===== src/core/arm_regs.vh =====
// register map constants: architected and logical slot numbers, core defaults
// assumes inclusion by the mapper and its version-register module
`ifndef ARM_REGS_VH
`define ARM_REGS_VH
`define ARM_ARCH_W        7
`define ARM_LOG_W         10
`define ARM_SHADOW_BASE   10'h008
`define ARM_ARCH_FCC0     7'h20
`define ARM_ARCH_FCC3     7'h23
`define ARM_LOG_FCC0      10'h010
`define ARM_ARCH_ICC      7'h24
`define ARM_ARCH_XCC      7'h26
`define ARM_LOG_ICC       10'h014
`define ARM_ARCH_USR_LO   7'h28
`define ARM_ARCH_USR_HI   7'h2E
`define ARM_USR_OFS       10'h010
`define ARM_ARCH_MEMBAR   7'h37
`define ARM_LOG_MEMBAR    10'h027
`define ARM_ARCH_TPC      7'h38
`define ARM_ARCH_TT       7'h3B
`define ARM_LOG_TRAP_BASE 10'h044
`define ARM_ARCH_PRIV_LO  7'h3C
`define ARM_ARCH_WIN_HI   7'h46
`define ARM_PRIV_OFS      10'h014
`define ARM_ARCH_FQ       7'h47
`define ARM_ARCH_TLBCTX   7'h48
`define ARM_LOG_TLBCTX    10'h034
`define ARM_ARCH_TLB_LO   7'h49
`define ARM_ARCH_TLB_HI   7'h52
`define ARM_ARCH_UNU_LO   7'h53
`define ARM_ARCH_UNU_HI   7'h56
`define ARM_ARCH_VER      7'h57
`define ARM_LOG_VER       10'h043
`define ARM_PSTATE_AG_BIT 3
`define ARM_PSTATE_PRIV   0
`define ARM_VER_WIN_LSB   0
`define ARM_VER_TL_LSB    8
`define ARM_VER_NUM_LSB   24
`define ARM_DEF_WINDOWS   8
`define ARM_DEF_TRAPS     4
`define ARM_DEF_ACTIVE    64
`define ARM_DEF_CLASSWIN  16
`define ARM_DEF_FETCHQ    8
`define ARM_DEF_RATE      4
`define ARM_DEF_BPB       512
`define ARM_DEF_RAS       4
`define ARM_DEF_SHADOWMAP 4
`define ARM_BP_TWOBIT     2'h0
`define ARM_BP_AGREE      2'h1
`define ARM_BP_STATIC     2'h2
`define ARM_TLB_DIRECT    2'h0
`define ARM_TLB_SETASSOC  2'h1
`define ARM_TLB_FULLASSOC 2'h2
`define ARM_DEF_TLBSIZE   128
`define ARM_DEF_TLBASSOC  1
`endif


===== src/core/arm_register_name_mapper.v =====
// architected-to-logical register mapper with core build parameters
// assumes decode drives one architected number per cycle, same clock
// Overview of operation
// [RQ1] supervisor globals 1-7 go to shadow slots 9-15; others to 0-7
// [RQ2] only one shadow set; nested traps reuse it
// [RQ3] trap pc, npc, state, cause map to 68..71 plus four times depth
// [RQ4] fp compare flags 32-35 to 16-19; int flags 36, 38 to 20
// [RQ5] user state registers 40,42-46 map to 24,26-30
// [RQ6] window registers 65-70 to 45-50; privileged 60-64 to 40-44
// [RQ7] translation registers 73-82 to 53-62; 83-86 unused
// [RQ8] decode converts recorded architected numbers using window and state
// [RQ9] with class-window limit, stall decode when target window is full
// [RQ10] active list size configurable, default 64
// [RQ11] fetch, decode, graduate 4 per cycle; fetch queue 8
// [RQ12] exception flush rate configurable, default 4 per cycle
// [RQ13] predictor type selectable, 512 entries; stack and shadow maps 4
// [RQ14] integer latencies: shift 1, multiply 3, divide 9, other 1
// [RQ15] fp latencies: move 1, convert 4, divide 10, sqrt 10, other 3
// [RQ16] repeat: integer and fp move/other 1, convert 2, divide/sqrt 6
// [RQ17] two alus, two fpus, one address unit, one load/store unit
// [RQ18] each translation buffer typed, 128 entries, associativity 1
// [RQ19] processor state bit 3 selects normal or alternate globals
// [RQ20] version register: windows 7:0, trap levels 15:8, version 31:24
// [RQ21] all configuration values are overridable parameters with defaults
`include "arm_regs.vh"
module arm_register_name_mapper #(
  parameter NUM_WINDOWS     = `ARM_DEF_WINDOWS,
  parameter NUM_TRAPS       = `ARM_DEF_TRAPS,
  parameter VERSION         = 1,
  parameter STALL_ON_FULL   = 1,
  parameter MAX_ALU_OPS     = `ARM_DEF_CLASSWIN,
  parameter MAX_FPU_OPS     = `ARM_DEF_CLASSWIN,
  parameter MAX_MEM_OPS     = `ARM_DEF_CLASSWIN,
  parameter ACTIVE_LIST     = `ARM_DEF_ACTIVE,
  parameter FETCH_QUEUE     = `ARM_DEF_FETCHQ,
  parameter FETCH_RATE      = `ARM_DEF_RATE,
  parameter DECODE_RATE     = `ARM_DEF_RATE,
  parameter GRAD_RATE       = `ARM_DEF_RATE,
  parameter FLUSH_RATE      = `ARM_DEF_RATE,
  parameter [1:0] BP_TYPE   = `ARM_BP_TWOBIT,
  parameter BP_SIZE         = `ARM_DEF_BPB,
  parameter RAS_SIZE        = `ARM_DEF_RAS,
  parameter SHADOW_MAPPERS  = `ARM_DEF_SHADOWMAP,
  parameter LAT_SHIFT       = 1,
  parameter LAT_MUL         = 3,
  parameter LAT_DIV         = 9,
  parameter LAT_INT         = 1,
  parameter LAT_FMOV        = 1,
  parameter LAT_FCONV       = 4,
  parameter LAT_FDIV        = 10,
  parameter LAT_FSQRT       = 10,
  parameter LAT_FLT         = 3,
  parameter REP_SHIFT       = 1,
  parameter REP_MUL         = 1,
  parameter REP_DIV         = 1,
  parameter REP_INT         = 1,
  parameter REP_FMOV        = 1,
  parameter REP_FCONV       = 2,
  parameter REP_FDIV        = 6,
  parameter REP_FSQRT       = 6,
  parameter REP_FLT         = 1,
  parameter NUM_ALUS        = 2,
  parameter NUM_FPUS        = 2,
  parameter NUM_ADDRS       = 1,
  parameter NUM_MEMS        = 1,
  parameter [1:0] ITLB_TYPE = `ARM_TLB_DIRECT,
  parameter ITLB_SIZE       = `ARM_DEF_TLBSIZE,
  parameter ITLB_ASSOC      = `ARM_DEF_TLBASSOC,
  parameter [1:0] DTLB_TYPE = `ARM_TLB_DIRECT,
  parameter DTLB_SIZE       = `ARM_DEF_TLBSIZE,
  parameter DTLB_ASSOC      = `ARM_DEF_TLBASSOC
) (
  input  wire        clk_sys,
  input  wire        rst_n,
  input  wire        archValid,
  input  wire [6:0]  archReg,
  input  wire [7:0]  procState,
  input  wire [7:0]  curWindow,
  input  wire [7:0]  trapDepth,
  input  wire [1:0]  instClass,
  input  wire [7:0]  aluOpsInFlight,
  input  wire [7:0]  fpuOpsInFlight,
  input  wire [7:0]  memOpsInFlight,
  output wire        decodeStall,
  output reg         logValid,
  output reg  [9:0]  logReg,
  output reg         logUnused,
  output wire [31:0] versionWord,
  output wire [15:0] activeListSize,
  output wire [7:0]  fetchQueueSize,
  output wire [7:0]  fetchRate,
  output wire [7:0]  decodeRate,
  output wire [7:0]  gradRate,
  output wire [7:0]  flushRate,
  output wire [1:0]  bpType,
  output wire [15:0] bpSize,
  output wire [7:0]  rasSize,
  output wire [7:0]  shadowMappers,
  output wire [39:0] intLatency,
  output wire [39:0] fpLatency,
  output wire [39:0] intRepeat,
  output wire [39:0] fpRepeat,
  output wire [31:0] unitCounts,
  output wire [1:0]  itlbType,
  output wire [15:0] itlbSize,
  output wire [7:0]  itlbAssoc,
  output wire [1:0]  dtlbType,
  output wire [15:0] dtlbSize,
  output wire [7:0]  dtlbAssoc
);
  localparam [1:0] CLS_ALU = 2'h0;
  localparam [1:0] CLS_FPU = 2'h1;
  localparam [1:0] CLS_MEM = 2'h2;
  localparam [9:0] WIN_BASE = `ARM_LOG_TRAP_BASE + NUM_TRAPS * 4;
  // configuration values sized to their ports
  localparam [7:0]  WIN_CNT  = NUM_WINDOWS;
  localparam [7:0]  TRAP_CNT = NUM_TRAPS;
  localparam [7:0]  VER_NUM  = VERSION;
  localparam [15:0] ACT_SZ   = ACTIVE_LIST;
  localparam [7:0]  FQ_SZ    = FETCH_QUEUE;
  localparam [7:0]  FET_R    = FETCH_RATE;
  localparam [7:0]  DEC_R    = DECODE_RATE;
  localparam [7:0]  GRD_R    = GRAD_RATE;
  localparam [7:0]  FLS_R    = FLUSH_RATE;
  localparam [15:0] BP_SZ    = BP_SIZE;
  localparam [7:0]  RAS_SZ   = RAS_SIZE;
  localparam [7:0]  SHM_CNT  = SHADOW_MAPPERS;
  localparam [7:0]  L_SH     = LAT_SHIFT;
  localparam [7:0]  L_MUL    = LAT_MUL;
  localparam [7:0]  L_DIV    = LAT_DIV;
  localparam [7:0]  L_INT    = LAT_INT;
  localparam [7:0]  L_FMOV   = LAT_FMOV;
  localparam [7:0]  L_FCONV  = LAT_FCONV;
  localparam [7:0]  L_FDIV   = LAT_FDIV;
  localparam [7:0]  L_FSQRT  = LAT_FSQRT;
  localparam [7:0]  L_FLT    = LAT_FLT;
  localparam [7:0]  R_SH     = REP_SHIFT;
  localparam [7:0]  R_MUL    = REP_MUL;
  localparam [7:0]  R_DIV    = REP_DIV;
  localparam [7:0]  R_INT    = REP_INT;
  localparam [7:0]  R_FMOV   = REP_FMOV;
  localparam [7:0]  R_FCONV  = REP_FCONV;
  localparam [7:0]  R_FDIV   = REP_FDIV;
  localparam [7:0]  R_FSQRT  = REP_FSQRT;
  localparam [7:0]  R_FLT    = REP_FLT;
  localparam [7:0]  U_ALU    = NUM_ALUS;
  localparam [7:0]  U_FPU    = NUM_FPUS;
  localparam [7:0]  U_ADDR   = NUM_ADDRS;
  localparam [7:0]  U_MEM    = NUM_MEMS;
  localparam [15:0] ITLB_SZ  = ITLB_SIZE;
  localparam [7:0]  ITLB_AS  = ITLB_ASSOC;
  localparam [15:0] DTLB_SZ  = DTLB_SIZE;
  localparam [7:0]  DTLB_AS  = DTLB_ASSOC;

  wire       [7:0] winIdx;

  reg  [9:0] next_logReg;
  reg        next_unused;
  reg        classFull;
  wire       altGlobals;

  // build-time configuration exposed as constants
  assign activeListSize = ACT_SZ;                                 // [RQ10] [RQ21]
  assign fetchQueueSize = FQ_SZ;                                  // [RQ11]
  assign fetchRate      = FET_R;                                  // [RQ11]
  assign decodeRate     = DEC_R;                                  // [RQ11]
  assign gradRate       = GRD_R;                                  // [RQ11]
  assign flushRate      = FLS_R;                                  // [RQ12]
  assign bpType         = BP_TYPE;                                // [RQ13]
  assign bpSize         = BP_SZ;                                  // [RQ13]
  assign rasSize        = RAS_SZ;                                 // [RQ13]
  assign shadowMappers  = SHM_CNT;                                // [RQ13]
  // order per byte: other, divide, multiply, shift (plus one spare)
  assign intLatency = {8'h00, L_INT, L_DIV, L_MUL, L_SH};        // [RQ14]
  // order: other, sqrt, divide, convert, move
  assign fpLatency  = {L_FLT, L_FSQRT, L_FDIV, L_FCONV, L_FMOV};  // [RQ15]
  assign intRepeat  = {8'h00, R_INT, R_DIV, R_MUL, R_SH};        // [RQ16]
  assign fpRepeat   = {R_FLT, R_FSQRT, R_FDIV, R_FCONV, R_FMOV};  // [RQ16]
  // order: load/store, address, fpu, alu
  assign unitCounts = {U_MEM, U_ADDR, U_FPU, U_ALU};             // [RQ17]
  assign itlbType   = ITLB_TYPE;                                  // [RQ18]
  assign itlbSize   = ITLB_SZ;                                    // [RQ18]
  assign itlbAssoc  = ITLB_AS;                                    // [RQ18]
  assign dtlbType   = DTLB_TYPE;                                  // [RQ18]
  assign dtlbSize   = DTLB_SZ;                                    // [RQ18]
  assign dtlbAssoc  = DTLB_AS;                                    // [RQ18]

  // window index within the built window count
  assign winIdx = curWindow % WIN_CNT;                            // [RQ8]

  // single shadow set, selected by state bit; no nesting depth involved
  assign altGlobals = procState[`ARM_PSTATE_AG_BIT];              // [RQ19] [RQ2]

  // issue-window class limit
  always @* begin
    classFull = 1'b0;
    case (instClass)
      CLS_ALU: classFull = aluOpsInFlight >= MAX_ALU_OPS;
      CLS_FPU: classFull = fpuOpsInFlight >= MAX_FPU_OPS;
      CLS_MEM: classFull = memOpsInFlight >= MAX_MEM_OPS;
      default: classFull = 1'b0;
    endcase
  end
  assign decodeStall = (STALL_ON_FULL != 0) && archValid && classFull; // [RQ9]

  // architected to logical translation
  always @* begin
    next_logReg = 10'h000;
    next_unused = 1'b0;
    if (archReg < 7'h08) begin
      if (altGlobals && archReg != 7'h00)
        next_logReg = `ARM_SHADOW_BASE + {3'h0, archReg};        // [RQ1]
      else
        next_logReg = {3'h0, archReg};                            // [RQ1]
    end else if (archReg < 7'h20) begin
      // windowed: 16 new per window, ins overlap next window's outs
      next_logReg = WIN_BASE + {winIdx[5:0], 4'h0}
                    + {3'h0, archReg} - 10'h008;                  // [RQ8]
    end else if (archReg <= `ARM_ARCH_FCC3) begin
      next_logReg = `ARM_LOG_FCC0 + {3'h0, archReg - `ARM_ARCH_FCC0}; // [RQ4]
    end else if (archReg == `ARM_ARCH_ICC || archReg == `ARM_ARCH_XCC) begin
      next_logReg = `ARM_LOG_ICC;                                 // [RQ4]
    end else if (archReg >= `ARM_ARCH_USR_LO && archReg <= `ARM_ARCH_USR_HI) begin
      next_logReg = {3'h0, archReg} - `ARM_USR_OFS;               // [RQ5]
    end else if (archReg == `ARM_ARCH_MEMBAR) begin
      next_logReg = `ARM_LOG_MEMBAR;
    end else if (archReg >= `ARM_ARCH_TPC && archReg <= `ARM_ARCH_TT) begin
      next_logReg = `ARM_LOG_TRAP_BASE + {3'h0, archReg - `ARM_ARCH_TPC}
                    + {trapDepth, 2'b00};                         // [RQ3]
    end else if (archReg >= `ARM_ARCH_PRIV_LO && archReg <= `ARM_ARCH_WIN_HI) begin
      next_logReg = {3'h0, archReg} - `ARM_PRIV_OFS;              // [RQ6]
    end else if (archReg == `ARM_ARCH_FQ || archReg == `ARM_ARCH_TLBCTX) begin
      next_logReg = {3'h0, archReg} - `ARM_PRIV_OFS;
    end else if (archReg >= `ARM_ARCH_TLB_LO && archReg <= `ARM_ARCH_TLB_HI) begin
      next_logReg = {3'h0, archReg} - `ARM_PRIV_OFS;              // [RQ7]
    end else if (archReg >= `ARM_ARCH_UNU_LO && archReg <= `ARM_ARCH_UNU_HI) begin
      next_logReg = {3'h0, archReg} - `ARM_PRIV_OFS;
      next_unused = 1'b1;                                         // [RQ7]
    end else if (archReg == `ARM_ARCH_VER) begin
      next_logReg = `ARM_LOG_VER;
    end else begin
      next_unused = 1'b1;
    end
  end

  always @(posedge clk_sys or negedge rst_n) begin
    if (!rst_n) begin
      logValid  <= 1'b0;
      logReg    <= 10'h000;
      logUnused <= 1'b0;
    end else begin
      logValid <= archValid && !decodeStall;                      // [RQ8]
      if (archValid && !decodeStall) begin
        logReg    <= next_logReg;
        logUnused <= next_unused;
      end
    end
  end

  arm_version_reg #(
    .NUM_WINDOWS (WIN_CNT),
    .NUM_TRAPS   (TRAP_CNT),
    .VERSION     (VER_NUM)
  ) uVersion (
    .clk_sys     (clk_sys),
    .rst_n       (rst_n),
    .versionWord (versionWord)
  );
endmodule


===== src/core/arm_version_reg.v =====
// read-only version word, registered
// assumes a single clock and asynchronous active-low reset
`include "arm_regs.vh"
module arm_version_reg #(
  parameter [7:0] NUM_WINDOWS = `ARM_DEF_WINDOWS,
  parameter [7:0] NUM_TRAPS   = `ARM_DEF_TRAPS,
  parameter [7:0] VERSION     = 8'h01
) (
  input  wire        clk_sys,
  input  wire        rst_n,
  output reg  [31:0] versionWord
);
  always @(posedge clk_sys or negedge rst_n) begin
    if (!rst_n) begin
      versionWord <= 32'h0000_0000;
    end else begin
      versionWord <= {VERSION, 8'h00, NUM_TRAPS, NUM_WINDOWS}; // [RQ20]
    end
  end
endmodule


===== config.mk =====
export PLATFORM = sky130hd
export DESIGN_NAME = arm_register_name_mapper
export DESIGN_NICKNAME = d
export VERILOG_FILES = /design/src/core/arm_register_name_mapper.v /design/src/core/arm_version_reg.v
export VERILOG_INCLUDE_DIRS = /design/src /design/src/core
export SDC_FILE = /design/constraint.sdc
export NUM_CORES = 1
export LEC_CHECK = 0
export BUFFER_PORTS_ARGS = -buffer_cell sky130_fd_sc_hd__buf_2
export CAP_MARGIN = 20
export CORE_AREA = 5 5 165 167
export CTS_CLUSTER_SIZE = 25
export DETAILED_ROUTE_END_ITERATION = 12
export DIE_AREA = 0 0 170 172
export GPL_TIMING_DRIVEN = 0
export HOLD_SLACK_MARGIN = 0.02
export MAX_ROUTING_LAYER = met4
export PLACE_DENSITY = 0.47
export SLEW_MARGIN = 25
export SYNTH_ARGS = -nofsm -noshare
export SYNTH_HDL_FRONTEND = slang
export SYNTH_SLANG_ARGS = --single-unit
export TNS_END_PERCENT = 1

===== constraint.sdc =====
create_clock -name clk_sys -period 1.1 [get_ports clk_sys]
set_input_delay 0.11 -clock clk_sys [delete_from_list [all_inputs] [get_ports clk_sys]]
set_output_delay 0.11 -clock clk_sys [all_outputs]
set_load 0.02 [all_outputs]

Yosys cells after proc, flatten, opt, wreduce, memory -nomap -nowiden --
Index checks and enable logic that the tools add are counted.
Word-level totals: flip-flop bits (word level) 13, latch bits 0, memory bits (writable) 0, memory bits (read-only) 0, memories 0
Cells by class: add/subtract/negate cells 11, multiply operators 0, divide/modulo/power cells 0, $lt $le $gt $ge 16, equality and inequality tests 8, shift operators 0, mux-type cells 26, bitwise gates (word level) 0, reduce and logical (&&, ||, !) cells 13
Operators with widths (number):
- 10-bit 2-to-1 mux | 11
- 8-bit by 5-bit >= comparator with 1-bit output (second input constant) | 3
- 7-bit by 6-bit == test with 1-bit output (second input constant) | 3
- 7-bit == test (second input constant) | 3
- 7-bit by 6-bit >= comparator with 1-bit output (second input constant) | 3
- 7-bit by 6-bit <= comparator with 1-bit output (second input constant) | 3
- 7-bit <= comparator (second input constant) | 3
- 7-bit by 7-bit adder with 8-bit output (first input constant) | 2
- 7-bit by 5-bit subtractor with 8-bit output (second input constant) | 2
- 7-bit >= comparator (second input constant) | 2
- 7-bit by 6-bit subtractor with 7-bit output (second input constant) | 2
- 1-bit 2-to-1 mux | 12
- 8-bit by 10-bit adder with 10-bit output | 1
- 9-bit by 4-bit subtractor with 10-bit output (second input constant) | 1
- 8-bit by 7-bit adder with 9-bit output | 1
- 4-bit by 7-bit adder with 8-bit output (first input constant) | 1
- 5-bit by 7-bit adder with 8-bit output (first input constant) | 1
- 1-bit logical AND | 8
- 8-bit 2-to-1 mux | 1
- 7-bit by 4-bit < comparator with 1-bit output (second input constant) | 1
- 7-bit by 6-bit < comparator with 1-bit output (second input constant) | 1
- 7-bit 2-to-1 mux | 1
- 7-bit nonzero test | 1
- 1-bit one-hot mux with 3 select lines | 1
- 5 further kinds | 6

Longest topological paths before layout --
depth in word-level cells 13, gate-level depth with buffers 13, gate-level depth less buffers 12

Hierarchy --
A second synthesis with hierarchy kept.
Unflattened totals: cells, all modules 646, area total of the unflattened synthesis 4967.3 um2
Modules (own cells, without submodules):
- arm_register_name_mapper | times used 1, cells an instance 612, area an instance 4702.0 um2, sequential area each 300.3 um2
- arm_version_reg | times used 1, cells an instance 34, area an instance 265.3 um2, sequential area each 25.0 um2

Least setup slack after synthesis --
OpenSTA, ideal clock, no wires.
kind input -> register, from input archReg[3], to register logReg[7], library setup time 0.094 ns, data arrival time 2.331 ns, path slack -1.325 ns, cell stages on the path 11, path buffers 0, cells stage by stage inv_1 -> ha_1 -> ha_1 -> inv_1 -> fa_1 -> nor2b_1 -> o21ai_0 -> nand3_1 -> nand2b_1 -> or4_1 -> a221oi_2
On the way: cells in the longest elaborated chain, start to end 13, elaborated cells between the ends (all ways) 49
Ends and longest elaborated chain:
- start: declaration | line arm_register_name_mapper.v:76 | input wire [6:0] archReg,
- parallel branches: the longest is 12 deep, another holds 8-bit by 10-bit adder with 10-bit output
- 10-bit 2-to-1 mux (*) | line arm_register_name_mapper.v:210 | if (archReg < 7'h08) begin
- end signal: assignment | line arm_register_name_mapper.v:254 | logReg <= next_logReg;
- end: declaration | line arm_register_name_mapper.v:86 | output reg [9:0] logReg,
Every way passes the cells marked *. A chain may end at the register's enable or synchronous reset.

Final worst setup path --
from input archReg[4], to register logReg[6]
On the way: cells in the longest elaborated chain, start to end 13, elaborated cells between the ends (all ways) 51
Ends and longest elaborated chain (line):
- parallel branches: the longest is 12 deep, another holds 8-bit by 10-bit adder with 10-bit output
- 10-bit 2-to-1 mux (*) | arm_register_name_mapper.v:210
Marks and branches as above.

==> flow_summary_export.csv <==
group,metric,value,unit
floorplan,design.die.area,0.0292,mm²
global_routing,grt_usage,0.0917,
setup_path,path_common_cell,"buf_4",
drt,drtIter0Drc,191,
synth,synth_ff_type,"dfrtp_1",
clocking,cts-root-buf,"clkbuf_16",
global_routing,grt_max_degree,14,
drt,via_per_inst,3.03,
setup_path,startpoint_type,"input pin",
setup_path,r2r-start,"logReg[3]",
drt,routedWlPerCell,10.7,µm
clocking,clk_latency,240,ps
clocking,clock-sinks,13,
setup_path,slowest_delay,540,ps
floorplan,dieHeight,172,µm
synth,synth.area.top_cells,"buf_4, ha_1, dfrtp_1, inv_1, xnor2_1",
sta,relSlewSlack,0.580,
setup_path,reg2reg_to,"logReg[3]",
sta,tightest_slew,621,ps
power,power.leakage,4.53,nW
sta,hold_violations,0,
hold_path,hp-class,"input pin to register",
flow_run,maxCapViolations,0,
synth,ys_ff_latch,13,
sta,fin_skew,0,ps
sta,layout_min_cycle_time,2240,ps
synth,yosys.cell_types.count,65,
drt,route.vias.total,4323,
sta,max_freq,446,MHz
clocking,cts.reportedPaths.clkPinSlew,40,ps
placed_design,post_dp_cell_area,0.00704,mm²
synth,yosysTopAreaCellShare,0.556,
setup_path,worst_setup_path_end_kind,"register",
power,power_density,658,mW/mm²
clocking,cts_made_buffers,3,
drt,routed_wl,15.3,mm
floorplan,io_pins,439,
setup_path,rrSetupSlack,-60,ps
setup_path,path_cells,"buf_12 > clkinvlp_4 > buf_4 > buf_4 > ha_1 > a41oi_1 > a221oi_1 > a311o_1 > a22o_1 > a31oi_1",
placed_design,preCtsSetupSlack,-1900,ps
finish,drive_gt1_frac,0.475,
outcome,run_status,"finished with violations",
drt,ant_nets,0,
global_routing,antenna_found_initial,1,
synth,synth_cells,644,
setup_path,worstPathRequired,1240,ps
floorplan,core_area,0.0256,mm²
hold_path,whs_path_depth,3,
drt,first_pass_iters,4,
outcome,violations,"setup timing",
synth,async_reset_ff_frac,1.00,
synth,avgSynthCellArea,7.70,µm²
finish,fin_nets,1188,
finish,fin_cells,1426,
floorplan,initial_utilization,0.194,
setup_path,path_class,"input pin to register",
global_routing,grt_pass1_wl,20.9,mm
global_routing,grt_pass1_vias,3897,
power,vdd_drop_max,0.447,mV
sta,rsz0062_at_grt,"true",
finish,synthToLayoutAreaGrowth,55.4,%
placed_design,io_buffers,50,
finish,final_cell_mix,"buf_4, conb_1, buf_2, nand2_1",
global_routing,grt-ovfl-total,0,
synth,netlist_area,0.00496,mm²
finish,final_common_cell,"buf_4",
floorplan,rows,59,
synth,ys_seq_area_frac,0.0656,
placed_design,gp_routability_congestion,0.877,
drt,remaining_drc_errors,0,
synth,yosysWarnings,0,
hold_path,min_from,"archReg[0]",
synth,synth_edf_count,0,
clocking,cts_tree,"done",
power,power,0.00507,W
finish,final_area,0.00770,mm²
sta,finalSetupViolations,12,
clocking,cts_buffer_depth,2,
clocking,cts_max_level,1,
hold_path,hold_end,"logReg[0]",
setup_path,r2r_cells,3,
sta,slew_violations,0,
synth,synth_top_cell_by_area,"buf_4",
setup_path,critical-path-slowest-cell,"a41oi_1",
setup_path,path_max_fanout,6,
floorplan,die_x,170,µm
placed_design,place_hpwl,13.5,mm
sta,final.period_utilization,2.04,
placed_design,post-place-cells,1391,
setup_path,cp_data_arrival_time,2380,ps
sta,worst_slack,-1140,ps
[timing repair]
action / 4_1_cts / 5_1_grt
endpoints found under the setup margin: 13 / 13
setup buffers: 27 / 5
pin swaps: 23 / 18
hold buffers: 1 / 0
hold endpoints to repair: 13 / 0
resized for setup: 67 / 16
[cell usage after synthesis, types with 6 or more instances]
master   instances
a21oi_1         14
buf_4          367
dfrtp_1         13
ha_1            35
inv_1           26
nand2_1         19
nand3_1          9
nand4_1          6
nor2_1          18
nor2b_1          6
nor3_1          10
o21ai_0         12
xnor2_1         11
[logic make-up after synthesis]
logic type,count (synthesis),synth area share
buffers and inverters,404,0.586
other,2,0.00151
XOR/XNOR,15,0.0265
flip-flops,13,0.0656
AO/OA/AOI/OAI,75,0.116
multiplexers,5,0.0103
AND/OR/NAND/NOR,93,0.0977
adder cells (fa/ha/maj),37,0.0964
[layer usage]
metal,vias to the layer above,track usage,part of all wire
met4,0,0.0208,0.011
met3,10,0.0249,0.12
met2,267,0.169,0.52
met1,1759,0.0985,0.35
li1,2287,-,-
met5,-,-,0
[cell type report]
cell class / count / area [µm²]
diodes: 1 / 2.50
plain buffers: 375 / 2830
clock buffers: 4 / 78.8
fillers: 2755 / 17900
inverters: 26 / 118
multi-input cells: 589 / 3370
flip-flops and latches: 13 / 325
well taps: 335 / 419
repair buffers: 83 / 558
[worst max-delay path, delay by kind of cell]
family / cells / cell delay (ps)
AO/OA/AOI/OAI: 5 / 1540
adder cells (fa/ha/maj): 1 / 220
buffers and inverters: 4 / 500
[sequential cells by signal, summed over array words and instances (netlist names)]
register	count
logValid	1
logReg	10
logUnused	1
uVersion.versionWord	1
[where the power goes]
group          leakage [nW]  total [W]  internal, W  switching [W]
sequential            0.153   0.000603     0.000559      0.0000440
clock                0.0382   0.000681     0.000488       0.000193
combinational          4.34    0.00379      0.00159        0.00220
[how the worst max path moves through the flow]
| stage | from | to | slack [ps] | cells after the start |
|---|---|---|---|---|
| after global placement | archReg[3] | logReg[7] | -1930 | 10 |
| after CTS | archReg[3] | logReg[7] | -1120 | 11 |
| final | archReg[4] | logReg[6] | -1140 | 10 |
| after floorplan | archReg[5] | logReg[4] | -1160 | 10 |
| after detailed placement | archReg[3] | logReg[7] | -1900 | 10 |
| after global routing | archReg[4] | logReg[6] | -1290 | 10 |
[stage by stage]
step           utilization  hold slack [ps]  setup TNS [ps]
2_1_floorplan            -             -186          -11140
3_3_place_gp         0.275             19.9          -19720
3_5_place_dp         0.275             15.9          -19820
4_1_cts              0.297              188          -11030
5_1_grt              0.301              221          -11900
6_report             0.301              194          -10910
Note: power is estimated with default switching activity, not from simulation.
